==> src/irq_guard_consts.svh <==
// Offsets, field positions, reset values and timing counts of the acceptance guard
`ifndef IRQ_GUARD_CONSTS_SVH
`define IRQ_GUARD_CONSTS_SVH

`define NUM_EXT_SOURCES 16
`define NUM_SOURCES 17
`define OFS_STATUS 8'h00
`define OFS_ENABLE 8'h04
`define OFS_LEVEL 8'h08
`define OFS_CONTROL 8'h0C
`define OFS_STATE 8'h10
`define CTRL_MODE_BIT 0
`define CTRL_VMS_BIT 1
`define STATE_I_BIT 0
`define STATE_UI_BIT 1
`define STATE_VEC_LSB 8
`define STATE_NMI_PEND_BIT 16
`define RST_ENABLE 17'h00000
`define RST_LEVEL 17'h00000
`define RST_CONTROL 2'h0
`define RST_MASK_I 1'b1
`define RST_MASK_UI 1'b0
`define KW_VECTOR 5'h10
`define NMI_VECTOR 5'h1F
`define MASK_SETTLE_STATES 2

`endif

==> src/irq_guard_pkg.sv <==
// Types shared by the acceptance guard and its CPU core partner
package irq_guard_pkg;

   typedef enum logic [1:0] {
      INSTR_OTHER = 2'b00,
      INSTR_COND = 2'b01,
      INSTR_MOVE_BYTE = 2'b10,
      INSTR_MOVE_WORD = 2'b11
   } instr_class_t;

   typedef struct packed {
      logic instr_start;
      instr_class_t instr_class;
      logic instr_end;
      logic xfer_break;
      logic ccr_write;
      logic ccr_i;
      logic ccr_ui;
      logic [31:0] next_pc;
   } cpu_status_t;

   typedef struct packed {
      logic accept;
      logic nmi;
      logic [4:0] vector;
      logic [31:0] pushed_pc;
   } cpu_accept_t;

endpackage

==> src/interrupt_accept_timing_guard.sv <==
// Interrupt acceptance guard: request flags, enables, masking and acceptance points toward the CPU core
//
// The register addresses and the Avalon-MM register port were chosen for this implementation.
`timescale 1ns/1ns
`default_nettype none
`include "irq_guard_consts.svh"

module interrupt_accept_timing_guard (
   input wire logic clk_sys,
   input wire logic srst,
   input wire logic [7:0] avs_address,
   input wire logic avs_read,
   input wire logic avs_write,
   input wire logic [31:0] avs_writedata,
   input wire logic [3:0] avs_byteenable,
   output logic [31:0] avs_readdata,
   output logic avs_waitrequest,
   input wire logic [15:0] external_request_pins_n,
   input wire logic [15:0] keyboard_inputs_n,
   input wire logic [15:0] wakeup_inputs_n,
   input wire logic nmi_req,
   input wire irq_guard_pkg::cpu_status_t cpu_status,
   output irq_guard_pkg::cpu_accept_t cpu_accept
);
   import irq_guard_pkg::*;

   localparam int NS = `NUM_SOURCES;
   localparam int NE = `NUM_EXT_SOURCES;

   logic waitrequest_r;
   logic [31:0] readdata_r;
   cpu_accept_t accept_r;
   logic [NS-1:0] enable_r;
   logic [NS-1:0] en_clr_pend_r;
   logic [NS-1:0] level_r;
   logic [1:0] control_r;
   logic mask_i_r;
   logic mask_ui_r;
   logic nmi_pend_r;
   logic [4:0] last_vec_r;
   instr_class_t cur_class_r;

   logic req_first;
   logic req_done;
   logic wr_done;
   logic rd_first_status;
   logic [31:0] wmask;
   logic [NS-1:0] flags;
   logic [NS-1:0] wr_zero;
   logic instr_end;
   logic kw_level_n;
   logic settle_valid;
   logic settle_i;
   logic settle_ui;
   logic accept_point;
   logic ctrl_mode;
   logic [NS-1:0] pending;
   logic [NS-1:0] eligible;
   logic found;
   logic [4:0] pick;
   logic take_nmi;
   logic take_src;

   assign ctrl_mode = control_r[`CTRL_MODE_BIT];
   assign instr_end = cpu_status.instr_end;

   // Avalon slave: one wait cycle, then completion
   assign req_first = (avs_read | avs_write) & waitrequest_r;
   assign req_done = (avs_read | avs_write) & ~waitrequest_r;
   assign wr_done = avs_write & ~waitrequest_r;
   assign rd_first_status = avs_read & waitrequest_r & (avs_address == `OFS_STATUS);
   assign wmask = {{8{avs_byteenable[3]}}, {8{avs_byteenable[2]}}, {8{avs_byteenable[1]}},
                   {8{avs_byteenable[0]}}};
   assign wr_zero = (wr_done && avs_address == `OFS_STATUS) ? (wmask[NS-1:0] & ~avs_writedata[NS-1:0])
                                                           : {NS{1'b0}};

   always_ff @(posedge clk_sys) begin
      if (srst) begin
         waitrequest_r <= 1'b1;
      end else begin
         waitrequest_r <= ~req_first;
      end
   end

   always_ff @(posedge clk_sys) begin
      if (srst) begin
         readdata_r <= 32'h00000000;
      end else if (req_first && avs_read) begin
         unique case (avs_address)
            `OFS_STATUS: readdata_r <= {{(32-NS){1'b0}}, flags};
            `OFS_ENABLE: readdata_r <= {{(32-NS){1'b0}}, enable_r};
            `OFS_LEVEL: readdata_r <= {{(32-NS){1'b0}}, level_r};
            `OFS_CONTROL: readdata_r <= {30'h00000000, control_r};
            `OFS_STATE: readdata_r <= {15'h0000, nmi_pend_r, 3'h0, last_vec_r, 6'h00, mask_ui_r, mask_i_r};
            default: readdata_r <= 32'h00000000;
         endcase
      end
   end

   assign avs_waitrequest = waitrequest_r;
   assign avs_readdata = readdata_r;

   // Keyboard and wake-up inputs reach the edge detector only in extended vector mode.
   // Raising the select bit while any of them is low looks like a falling edge,
   // so software must switch modes with those pins high.
   assign kw_level_n = ~control_r[`CTRL_VMS_BIT] | (&keyboard_inputs_n & &wakeup_inputs_n);

   // One flag cell per source; the last cell watches the keyboard and wake-up group.
   // All cells share the status read strobe, so a read arms every set flag at once.
   // Clears stay queued in each cell until the running instruction ends.
   for (genvar g = 0; g < NS; g++) begin : g_flag
      request_flag_cell u_cell (
         .clk_sys(clk_sys),
         .srst(srst),
         .level_n(g < NE ? external_request_pins_n[g % NE] : kw_level_n),
         .status_read(rd_first_status),
         .write_zero(wr_zero[g]),
         .apply(instr_end),
         .flag(flags[g])
      );
   end

   // Enable register: setting acts at once, clearing waits for the instruction end
   always_ff @(posedge clk_sys) begin
      if (srst) begin
         en_clr_pend_r <= {NS{1'b0}};
      end else if (wr_done && avs_address == `OFS_ENABLE) begin
         en_clr_pend_r <= (en_clr_pend_r | (wmask[NS-1:0] & ~avs_writedata[NS-1:0] & enable_r))
                          & ~(wmask[NS-1:0] & avs_writedata[NS-1:0]);
      end else if (instr_end) begin
         en_clr_pend_r <= {NS{1'b0}};
      end
   end

   always_ff @(posedge clk_sys) begin
      if (srst) begin
         enable_r <= `RST_ENABLE;
      end else if (wr_done && avs_address == `OFS_ENABLE) begin
         enable_r <= enable_r | (wmask[NS-1:0] & avs_writedata[NS-1:0]);
      end else if (instr_end) begin
         enable_r <= enable_r & ~en_clr_pend_r;
      end
   end

   always_ff @(posedge clk_sys) begin
      if (srst) begin
         level_r <= `RST_LEVEL;
      end else if (wr_done && avs_address == `OFS_LEVEL) begin
         level_r <= (level_r & ~wmask[NS-1:0]) | (avs_writedata[NS-1:0] & wmask[NS-1:0]);
      end
   end

   always_ff @(posedge clk_sys) begin
      if (srst) begin
         control_r <= `RST_CONTROL;
      end else if (wr_done && avs_address == `OFS_CONTROL && avs_byteenable[0]) begin
         control_r <= avs_writedata[1:0];
      end
   end

   // Class of the instruction in flight
   always_ff @(posedge clk_sys) begin
      if (srst) begin
         cur_class_r <= INSTR_OTHER;
      end else if (cpu_status.instr_start) begin
         cur_class_r <= cpu_status.instr_class;
      end
   end

   mask_settle_delay #(
      .DEPTH(`MASK_SETTLE_STATES)
   ) u_settle (
      .clk_sys(clk_sys),
      .srst(srst),
      .in_valid(instr_end && cur_class_r == INSTR_COND && cpu_status.ccr_write),
      .in_i(cpu_status.ccr_i),
      .in_ui(cpu_status.ccr_ui),
      .out_valid(settle_valid),
      .out_i(settle_i),
      .out_ui(settle_ui)
   );

   // Acceptance points: ends of instructions other than INSTR_COND, and transfer breaks of the word-count move
   always_comb begin
      accept_point = 1'b0;
      if (instr_end) begin
         accept_point = (cur_class_r != INSTR_COND);
      end else if (cpu_status.xfer_break) begin
         accept_point = (cur_class_r == INSTR_MOVE_WORD);
      end
   end

   // Pending uses the enables in force now, so a clear still in flight keeps its source alive
   assign pending = flags & enable_r;

   always_comb begin
      eligible = {NS{1'b0}};
      for (int k = 0; k < NS; k++) begin
         if (ctrl_mode) begin
            eligible[k] = pending[k] & (level_r[k] ? (~mask_i_r | ~mask_ui_r) : ~mask_i_r);
         end else begin
            eligible[k] = pending[k] & ~mask_i_r;
         end
      end
   end

   // Level-1 sources first, then level 0; lower index wins within a level
   always_comb begin
      found = 1'b0;
      pick = 5'h00;
      for (int k = NS - 1; k >= 0; k--) begin
         if (eligible[k] && !level_r[k]) begin
            found = 1'b1;
            pick = 5'(k);
         end
      end
      for (int k = NS - 1; k >= 0; k--) begin
         if (eligible[k] && level_r[k]) begin
            found = 1'b1;
            pick = 5'(k);
         end
      end
   end

   // NMI ignores both mask bits but still waits for an acceptance point.
   // A source is taken only when no NMI is due at the same point.
   assign take_nmi = accept_point & (nmi_pend_r | nmi_req);
   assign take_src = accept_point & ~take_nmi & found;

   always_ff @(posedge clk_sys) begin
      if (srst) begin
         nmi_pend_r <= 1'b0;
      end else if (take_nmi) begin
         nmi_pend_r <= 1'b0;
      end else if (nmi_req) begin
         nmi_pend_r <= 1'b1;
      end
   end

   // Acceptance masks further requests; a settled mask write applies otherwise.
   // A mask write that settles in the same cycle as an acceptance is dropped;
   // one still in the delay line applies later and can unmask the handler.
   always_ff @(posedge clk_sys) begin
      if (srst) begin
         mask_i_r <= `RST_MASK_I;
         mask_ui_r <= `RST_MASK_UI;
      end else if (take_nmi || take_src) begin
         mask_i_r <= 1'b1;
         mask_ui_r <= ctrl_mode | mask_ui_r;
      end else if (settle_valid) begin
         mask_i_r <= settle_i;
         mask_ui_r <= settle_ui;
      end
   end

   // Answer to the core, one cycle after the acceptance point.
   // Vector and pushed address are refreshed every cycle and are only
   // meaningful in the cycle that carries the accept pulse.
   always_ff @(posedge clk_sys) begin
      if (srst) begin
         accept_r <= '0;
      end else begin
         accept_r.accept <= take_nmi | take_src;
         accept_r.nmi <= take_nmi;
         accept_r.vector <= take_nmi ? `NMI_VECTOR : pick;
         accept_r.pushed_pc <= cpu_status.next_pc;
      end
   end

   // Last vector taken, kept for the state register.
   always_ff @(posedge clk_sys) begin
      if (srst) begin
         last_vec_r <= 5'h00;
      end else if (take_nmi) begin
         last_vec_r <= `NMI_VECTOR;
      end else if (take_src) begin
         last_vec_r <= pick;
      end
   end

   assign cpu_accept = accept_r;
endmodule
`default_nettype wire

==> src/request_flag_cell.sv <==
// One edge-detected request flag with read-then-write-zero clearing applied at instruction end
`timescale 1ns/1ns
`default_nettype none
module request_flag_cell (
   input wire logic clk_sys,
   input wire logic srst,
   input wire logic level_n,
   input wire logic status_read,
   input wire logic write_zero,
   input wire logic apply,
   output logic flag
);
   logic prev_r;
   logic flag_r;
   logic seen_r;
   logic clear_pend_r;
   logic fall;

   assign fall = prev_r & ~level_n;
   assign flag = flag_r;

   // Prev resets high so a pin already low at release raises the flag
   always_ff @(posedge clk_sys) begin
      if (srst) begin
         prev_r <= 1'b1;
      end else begin
         prev_r <= level_n;
      end
   end

   always_ff @(posedge clk_sys) begin
      if (srst) begin
         seen_r <= 1'b0;
      end else if (status_read) begin
         seen_r <= flag_r;
      end else if (write_zero) begin
         seen_r <= 1'b0;
      end
   end

   // Clear waits for instruction end; a new edge cancels it
   always_ff @(posedge clk_sys) begin
      if (srst) begin
         clear_pend_r <= 1'b0;
      end else if (fall) begin
         clear_pend_r <= 1'b0;
      end else if (write_zero && seen_r) begin
         clear_pend_r <= 1'b1;
      end else if (apply) begin
         clear_pend_r <= 1'b0;
      end
   end

   always_ff @(posedge clk_sys) begin
      if (srst) begin
         flag_r <= 1'b0;
      end else if (fall) begin
         flag_r <= 1'b1;
      end else if (apply && clear_pend_r) begin
         flag_r <= 1'b0;
      end
   end
endmodule
`default_nettype wire

==> src/mask_settle_delay.sv <==
// Delay line that lets a new mask value settle a fixed number of states
`timescale 1ns/1ns
`default_nettype none
`include "irq_guard_consts.svh"
module mask_settle_delay #(
   parameter int DEPTH = `MASK_SETTLE_STATES
) (
   input wire logic clk_sys,
   input wire logic srst,
   input wire logic in_valid,
   input wire logic in_i,
   input wire logic in_ui,
   output logic out_valid,
   output logic out_i,
   output logic out_ui
);
   logic [2:0] stage_r [DEPTH];

   always_ff @(posedge clk_sys) begin
      if (srst) begin
         for (int k = 0; k < DEPTH; k++) begin
            stage_r[k] <= 3'h0;
         end
      end else begin
         stage_r[0] <= {in_valid, in_i, in_ui};
         for (int k = 1; k < DEPTH; k++) begin
            stage_r[k] <= stage_r[k-1];
         end
      end
   end

   assign out_valid = stage_r[DEPTH-1][2];
   assign out_i = stage_r[DEPTH-1][1];
   assign out_ui = stage_r[DEPTH-1][0];
endmodule
`default_nettype wire

==> config.mk <==
export PLATFORM = sky130hd
export DESIGN_NAME = interrupt_accept_timing_guard
export DESIGN_NICKNAME = d
export VERILOG_FILES = /design/src/irq_guard_pkg.sv /design/src/interrupt_accept_timing_guard.sv /design/src/request_flag_cell.sv /design/src/mask_settle_delay.sv
export VERILOG_INCLUDE_DIRS = /design/src
export SDC_FILE = /design/constraint.sdc
export NUM_CORES = 1
export LEC_CHECK = 0
export ABC_AREA = 1
export ABC_CLOCK_PERIOD_IN_PS = 2400
export BUFFER_PORTS_ARGS = -buffer_cell sky130_fd_sc_hd__buf_2
export CAP_MARGIN = 20
export CORE_MARGIN = 2
export CORE_UTILIZATION = 35
export CTS_CLUSTER_SIZE = 24
export DETAILED_ROUTE_END_ITERATION = 12
export PLACE_DENSITY = 0.69
export SLEW_MARGIN = 10
export SYNTH_ARGS = -nofsm -noshare
export SYNTH_HDL_FRONTEND = slang
export SYNTH_SLANG_ARGS = --single-unit
==> constraint.sdc <==
create_clock -name clk_sys -period 2.4 [get_ports clk_sys]
set_input_delay 0.72 -clock clk_sys [delete_from_list [all_inputs] [get_ports clk_sys]]
set_output_delay 0.72 -clock clk_sys [all_outputs]
set_load 0.05 [all_outputs]
# After elaboration in Yosys (flattened, before gate mapping)
# Memory sizes are Yosys's and may differ from the RTL's.
# Cells that the tools add are included.
# word_totals
mem_bits_rw,6
output_inout_bits,72
in_bits,137
regBits,203
memories,1
elab_cells,571
# memory_table
name,depth,word_bits,read_ports,rd_ports_with_merged_regs,wr,line_no,text
u_settle.stage_r,2,3,2,0,2,mask_settle_delay.sv:17,logic [2:0] stage_r [DEPTH];
# classes
mux,206
n_bitwise,104
n_reduce_logical,170
eq_ne,7
# op_table
operator,n
5-bit two-way mux,37
1-bit two-way mux,161
17-bit AND,7
2-bit nonzero test,54
17-bit two-way mux,5
17-bit one-hot mux with 5 select lines,1
1-bit logical AND,76
17-bit NOT,4
1-bit AND,59
17-bit bitwise OR,3
2-bit OR reduction,19
16-bit AND reduction,2
1-bit NOT,23
1-bit zero test,17
8-bit by 4-bit equality test with 1-bit output (second input constant),2
8-bit by 3-bit equality test with 1-bit output (second input constant),1
8-bit by 5-bit equality test with 1-bit output (second input constant),1
8-bit zero test,1
1-bit bitwise OR,8
3-bit two-way mux,2
2-bit by 1-bit equality test with 1-bit output (second input constant),1
2-bit equality test (second input constant),1
2-bit by 1-bit inequality test with 1-bit output (second input constant),1
1-bit logical OR,1

# Logic depth before layout (Yosys ltp)
# logic_depth
word_depth,43
depth_mapped,33
mapped_depth_nobuf,33

# Modules after synthesis
# A second synthesis with hierarchy kept.
# unflattened
hier_cells,1212
hier_area_um2,8506.9
# by_module_without_submodules
module,seq_area_each_um2,cells_per_inst,instances,area_per_inst_um2
interrupt_accept_timing_guard,2402.3,803,1,5661.7
request_flag_cell,80.1,23,17,157.7
mask_settle_delay,120.1,18,1,165.2

# Worst setup path after synthesis
# No wires, ideal clock.
# synth_path
path_type,input port to flip-flop
start,input port avs_address[7]
end,register with a tool-made name
setup_ns,0.128
stages,13
t_arrival_ns,2.268
path_buffers,1
t_required_ns,2.272
path_slack_ns,0.004
cell_sequence,nor2_1 -> inv_1 -> nor2_1 -> inv_1 -> nor2_1 -> inv_1 -> nor3_1 -> inv_2 -> nor2_1 -> nand2_1 -> clkbuf_1 -> o21ai_0 -> a21oi_1
# synth_lines
element,line_no,text
start: declaration,interrupt_accept_timing_guard.sv:11,"input wire logic [7:0] avs_address,"

# Final worst setup path
# layout_path
start,"register mask_i_r, read port of u_settle.stage_r"
end,register last_vec_r[0]
# layout_between
elab_chain_len,42
elab_cells_between_ends,175
cone_classes,mux (103); bitwise (37); reduce/logical (35)
# layout_rtl
element,line_no,text
start: declaration,interrupt_accept_timing_guard.sv:37,logic mask_i_r;
1-bit NOT *,"interrupt_accept_timing_guard.sv:200, interrupt_accept_timing_guard.sv:202",
1-bit bitwise OR,interrupt_accept_timing_guard.sv:200,eligible[k] = pending[k] & (level_r[k] ? (~mask_i_r | ~mask_ui_r) : ~mask_i_r);
1-bit two-way mux,interrupt_accept_timing_guard.sv:200,
1-bit AND,interrupt_accept_timing_guard.sv:200,
1-bit two-way mux,interrupt_accept_timing_guard.sv:199,if (ctrl_mode) begin
1-bit logical AND,interrupt_accept_timing_guard.sv:212,if (eligible[k] && !level_r[k]) begin
1-bit two-way mux (17 in a row),interrupt_accept_timing_guard.sv:212,
1-bit two-way mux (17 in a row),interrupt_accept_timing_guard.sv:218,if (eligible[k] && level_r[k]) begin
1-bit AND,interrupt_accept_timing_guard.sv:228,assign take_src = accept_point & ~take_nmi & found;
2-bit nonzero test (no line),--,
end signal: assignment,interrupt_accept_timing_guard.sv:275,last_vec_r <= `NMI_VECTOR;
end signal: assignment,interrupt_accept_timing_guard.sv:277,last_vec_r <= pick;
end: declaration,interrupt_accept_timing_guard.sv:40,logic [4:0] last_vec_r;
# Mark *: on every way between the ends. The rest lies on a longest branch, timed or not. The select of a mux whose other input is x is not followed.
# A chain may end at the register's enable or synchronous reset.

==> impl_metrics.json <==
{
  "result_of_the_run": "complete, but fails checks",
  "failing_checks": "setup timing",
  "numClockSinks": 194,
  "timing_worst_slew_pin_value_ns": 0.5086,
  "core_box_area_sq_um": 23470,
  "hold_path.class": "flop to flop",
  "max-vdd-ir-drop_mv": 0.4156,
  "r2r.worst_path.cells": 32,
  "crit_path_start": "mask_i_r",
  "yosys_most_used_dff": "dfxtp_1",
  "ys_async_sr_fraction": 0,
  "number_of_antenna_violations_at_the_first_check_in_global_routing": 2,
  "postSynthCellCount": 1153,
  "drive_above_1_share": 0.2363,
  "h-tree-depth": 4,
  "synth-edff-count": 0,
  "max_freq_mhz": 413.9,
  "cts-root-buf": "clkbuf_16",
  "post-synth-top-area-fraction": 0.4631,
  "grt_use_total": 0.2092,
  "finalInstanceArea_sq_um": 10890,
  "grt_pass1_wl_um": 42290,
  "critical_path_buf_inv_count": 1,
  "yosysUniqueCellTypes": 41,
  "longest_clk_path_bufs": 2,
  "layout_filler_cell_count": 2341,
  "total_die_area_sq_um": 25220,
  "nets": 1533,
  "die_height_um": 158.8,
  "ys_seq_area_frac": 0.4631,
  "placementRows": 56,
  "timing.critical_path.slowest_stage_cell": "dfxtp_4",
  "worst_setup_hold_path_clk_slew_ns": 0.08,
  "crit-reg2reg-capture": "last_vec_r[0]",
  "initial_utilization": 0.3573,
  "reg2reg_from": "mask_i_r",
  "detail_route.iter0.violations": 703,
  "vias_per_cell": 4.903,
  "number_of_register_bits_inferred_by_synthesis": 194,
  "crit_path_max_incr_delay_ns": 0.38,
  "fin_total_pwr_mw": 6.936,
  "design.portCount": 209,
  "critical_path_type": "flop to flop",
  "period_share": 1.007,
  "final_antenna_net_count": 0,
  "layout.area.seq_sq_um": 3887,
  "timing.final.hold_violations": 0,
  "yosys_warnings": 0,
  "pre_cts_ws_ns": -0.1874,
  "final-max-slew-violation-count": 0,
  "setup.worst_path.end": "last_vec_r[0]",
  "die-width_um": 158.8,
  "cell_class_contributing_the_biggest_share_of_worst_path_delay": "simple AND/OR/NAND/NOR gates",
  "cp-end-kind": "flop",
  "cts-buffers-inserted": 17,
  "port-buffer-count": 177,
  "final.setup.worst_slack_ns": -0.01595,
  "setup_viol": 1,
  "routed_via_count": 8478,
  "hpwl_um": 19260,
  "postSynthAreaPerCell_sq_um": 7.274,
  "timing.final.crit_period_ns": 2.416,
  "area.growth.synth_to_final_pct": 29.88,
  "cp_data_required_time_ns": 2.74,
  "cellPowerDensity_nw_per_um2": 636.7,
  "average_routed_wire_per_standard_cell_um": 15.07,
  "yosysTopAreaCell": "dfxtp_1",
  "multi_input_area_sq_um": 3632,
  "clk_latency_ns": 0.44,
  "startpoint_type": "flop",
  "postRouteWirelength_um": 26050,
  "largest_cells_by_area_after_synthesis": "dfxtp_1, nand2_1, inv_1",
  "drt_pre_antenna_iters": 5,
  "relSlewSlack": 0.6610,
  "critical_path_s_most_frequent_cell": "nand2_1",
  "post_dp_cell_area_sq_um": 10200,
  "drv.max_cap_violation_count": 0,
  "first_global_vias": 8131,
  "critical_path_peak_fanout": 5,
  "grt_max_degree": 114,
  "static-leakage-power_nw": 4.992,
  "critical_path_cell_count": 32,
  "tritoncts_clock_tree": "built",
  "grt_overflow_total": 0,
  "grt_setup_unrepaired": "yes",
  "mappedNetlistArea_sq_um": 8387,
  "clock-skew-final_ns": 0.01318,
  "gpl.final_weighted_congestion": 0.9354,
  "worstPathArrival_ns": 2.76,
  "hold_buffers_post_cts": 0,
  "drt_drc_violations_left": 0,
  "rrSetupSlack_ns": -0.02
}
[worst min path at each step]
stage                             end  depth (start not counted)              startpoint  slack [ns]
6_report       u_settle.stage_r[0][3]                          2  u_settle.stage_r[0][0]        0.41
3_5_place_dp   u_settle.stage_r[0][3]                          2  u_settle.stage_r[0][0]        0.39
3_3_place_gp   u_settle.stage_r[0][3]                          2  u_settle.stage_r[0][0]        0.39
5_1_grt        u_settle.stage_r[0][4]                          2  u_settle.stage_r[0][1]        0.43
4_1_cts        u_settle.stage_r[0][3]                          2  u_settle.stage_r[0][0]        0.41
2_1_floorplan  u_settle.stage_r[0][3]                          2  u_settle.stage_r[0][0]        0.39
[layout by cell type (no fill, tap or decap), types with 3 or more instances in the layout]
cell	netlist	layout
buf_12	0	8
o21ai_0	73	72
o221ai_1	5	5
buf_2	4	176
nor3_1	29	29
conb_1	1	15
inv_2	5	5
nor2_2	4	5
o2111ai_2	1	5
o21ai_1	2	3
buf_4	15	89
o2111ai_1	15	11
clkinv_8	0	3
a221oi_1	3	3
dfxtp_1	194	193
a31oi_1	5	4
inv_8	0	5
a21oi_1	103	103
nand3b_1	14	14
o22ai_1	23	23
and3_1	15	15
nor2_1	94	93
nand2_1	255	253
inv_1	167	166
nand4_1	29	29
nand3_1	14	14
a211oi_1	19	19
inv_6	0	5
clkbuf_16	0	17
[area by class of cell]
cell class | count | area share
Clock inverter | 14 | 0.01447
Inverter | 174 | 0.06042
Sequential cell | 194 | 0.3569
Clock buffer | 18 | 0.04032
Antenna cell | 1 | 0.0002297
Timing Repair Buffer | 273 | 0.1569
Timing Repair inverter | 1 | 0.0006892
Multi-Input combinational cell | 735 | 0.3334
Tap cell | 319 | 0.03664
[per-stage QoR]
step | util | hold slack (ns) | TNS [ns] | instances
finish | 0.4641 | 0.4081 | -0.01595 | 1729
global route | 0.4641 | 0.4345 | -0.9760 | 1729
CTS | 0.4615 | 0.4086 | 0 | 1727
detailed placement | 0.4346 | 0.3950 | -4.252 | 1692
global placement | 0.4346 | 0.3921 | -2.170 | 1692
floorplan | - | 0.3883 | 0 | 1167
[cell usage after synthesis (14+ instances only)]
cell and instances:
inv_1 167, clkbuf_1 40, nand2_1 255, nor3_1 29, nand3b_1 14, a21oi_1 103, a211oi_1 19, dfxtp_1 194
o22ai_1 23, nor2_1 94, o2111ai_1 15, nand4_1 29, and3_1 15, o21ai_0 73, nand3_1 14, buf_4 15
[per-layer routing]
metal  up-vias  GRT usage  part of all wire
met3        65    0.04284             0.070
met1      3877     0.2709              0.44
met4         2    0.09425             0.034
li1       4239          -                 -
met5         -          0           0.00050
met2       295     0.3360              0.46
[logic make-up after synthesis]
group,after synthesis,synth area share
DFF,194,0.4631
other,1,0.0004471
buffers and inverters,238,0.1165
and+or+nand+nor,461,0.2375
muxes,1,0.001194
AOI/OAI and AO/OA,258,0.1813
[tightest hold or removal path, cell delays in order, from the launching register on]
cell and delay [ns]:
dfxtp_1 0.30, inv_1 0.04, nor2_1 0.03
[timing repair]
| action | CTS | global route |
|---|---|---|
| cloned | 1 | 0 |
| resized for setup | 5 | 10 |
| pin swaps | 1 | 0 |
| endpoints found under the setup margin | 2 | 10 |
| setup buffers | 2 | 1 |
[sequential cells by signal, summed over array words and instances (netlist names), 17 cells and up, named ones only]
name / count
g_flag.u_cell.prev_r: 17
g_flag.u_cell.clear_pend_r: 17
cpu_accept: 39
enable_r: 17
avs_readdata: 17
g_flag.u_cell.flag: 17
en_clr_pend_r: 17
g_flag.u_cell.seen_r: 17
[where the power goes]
group,internal [mW],switching [mW],total (mW)
clock network,1.43,1.43,2.86
logic,0.222,0.513,0.734
registers,3.30,0.0385,3.34
No activity file was read; power rests on OpenSTA's default activity.
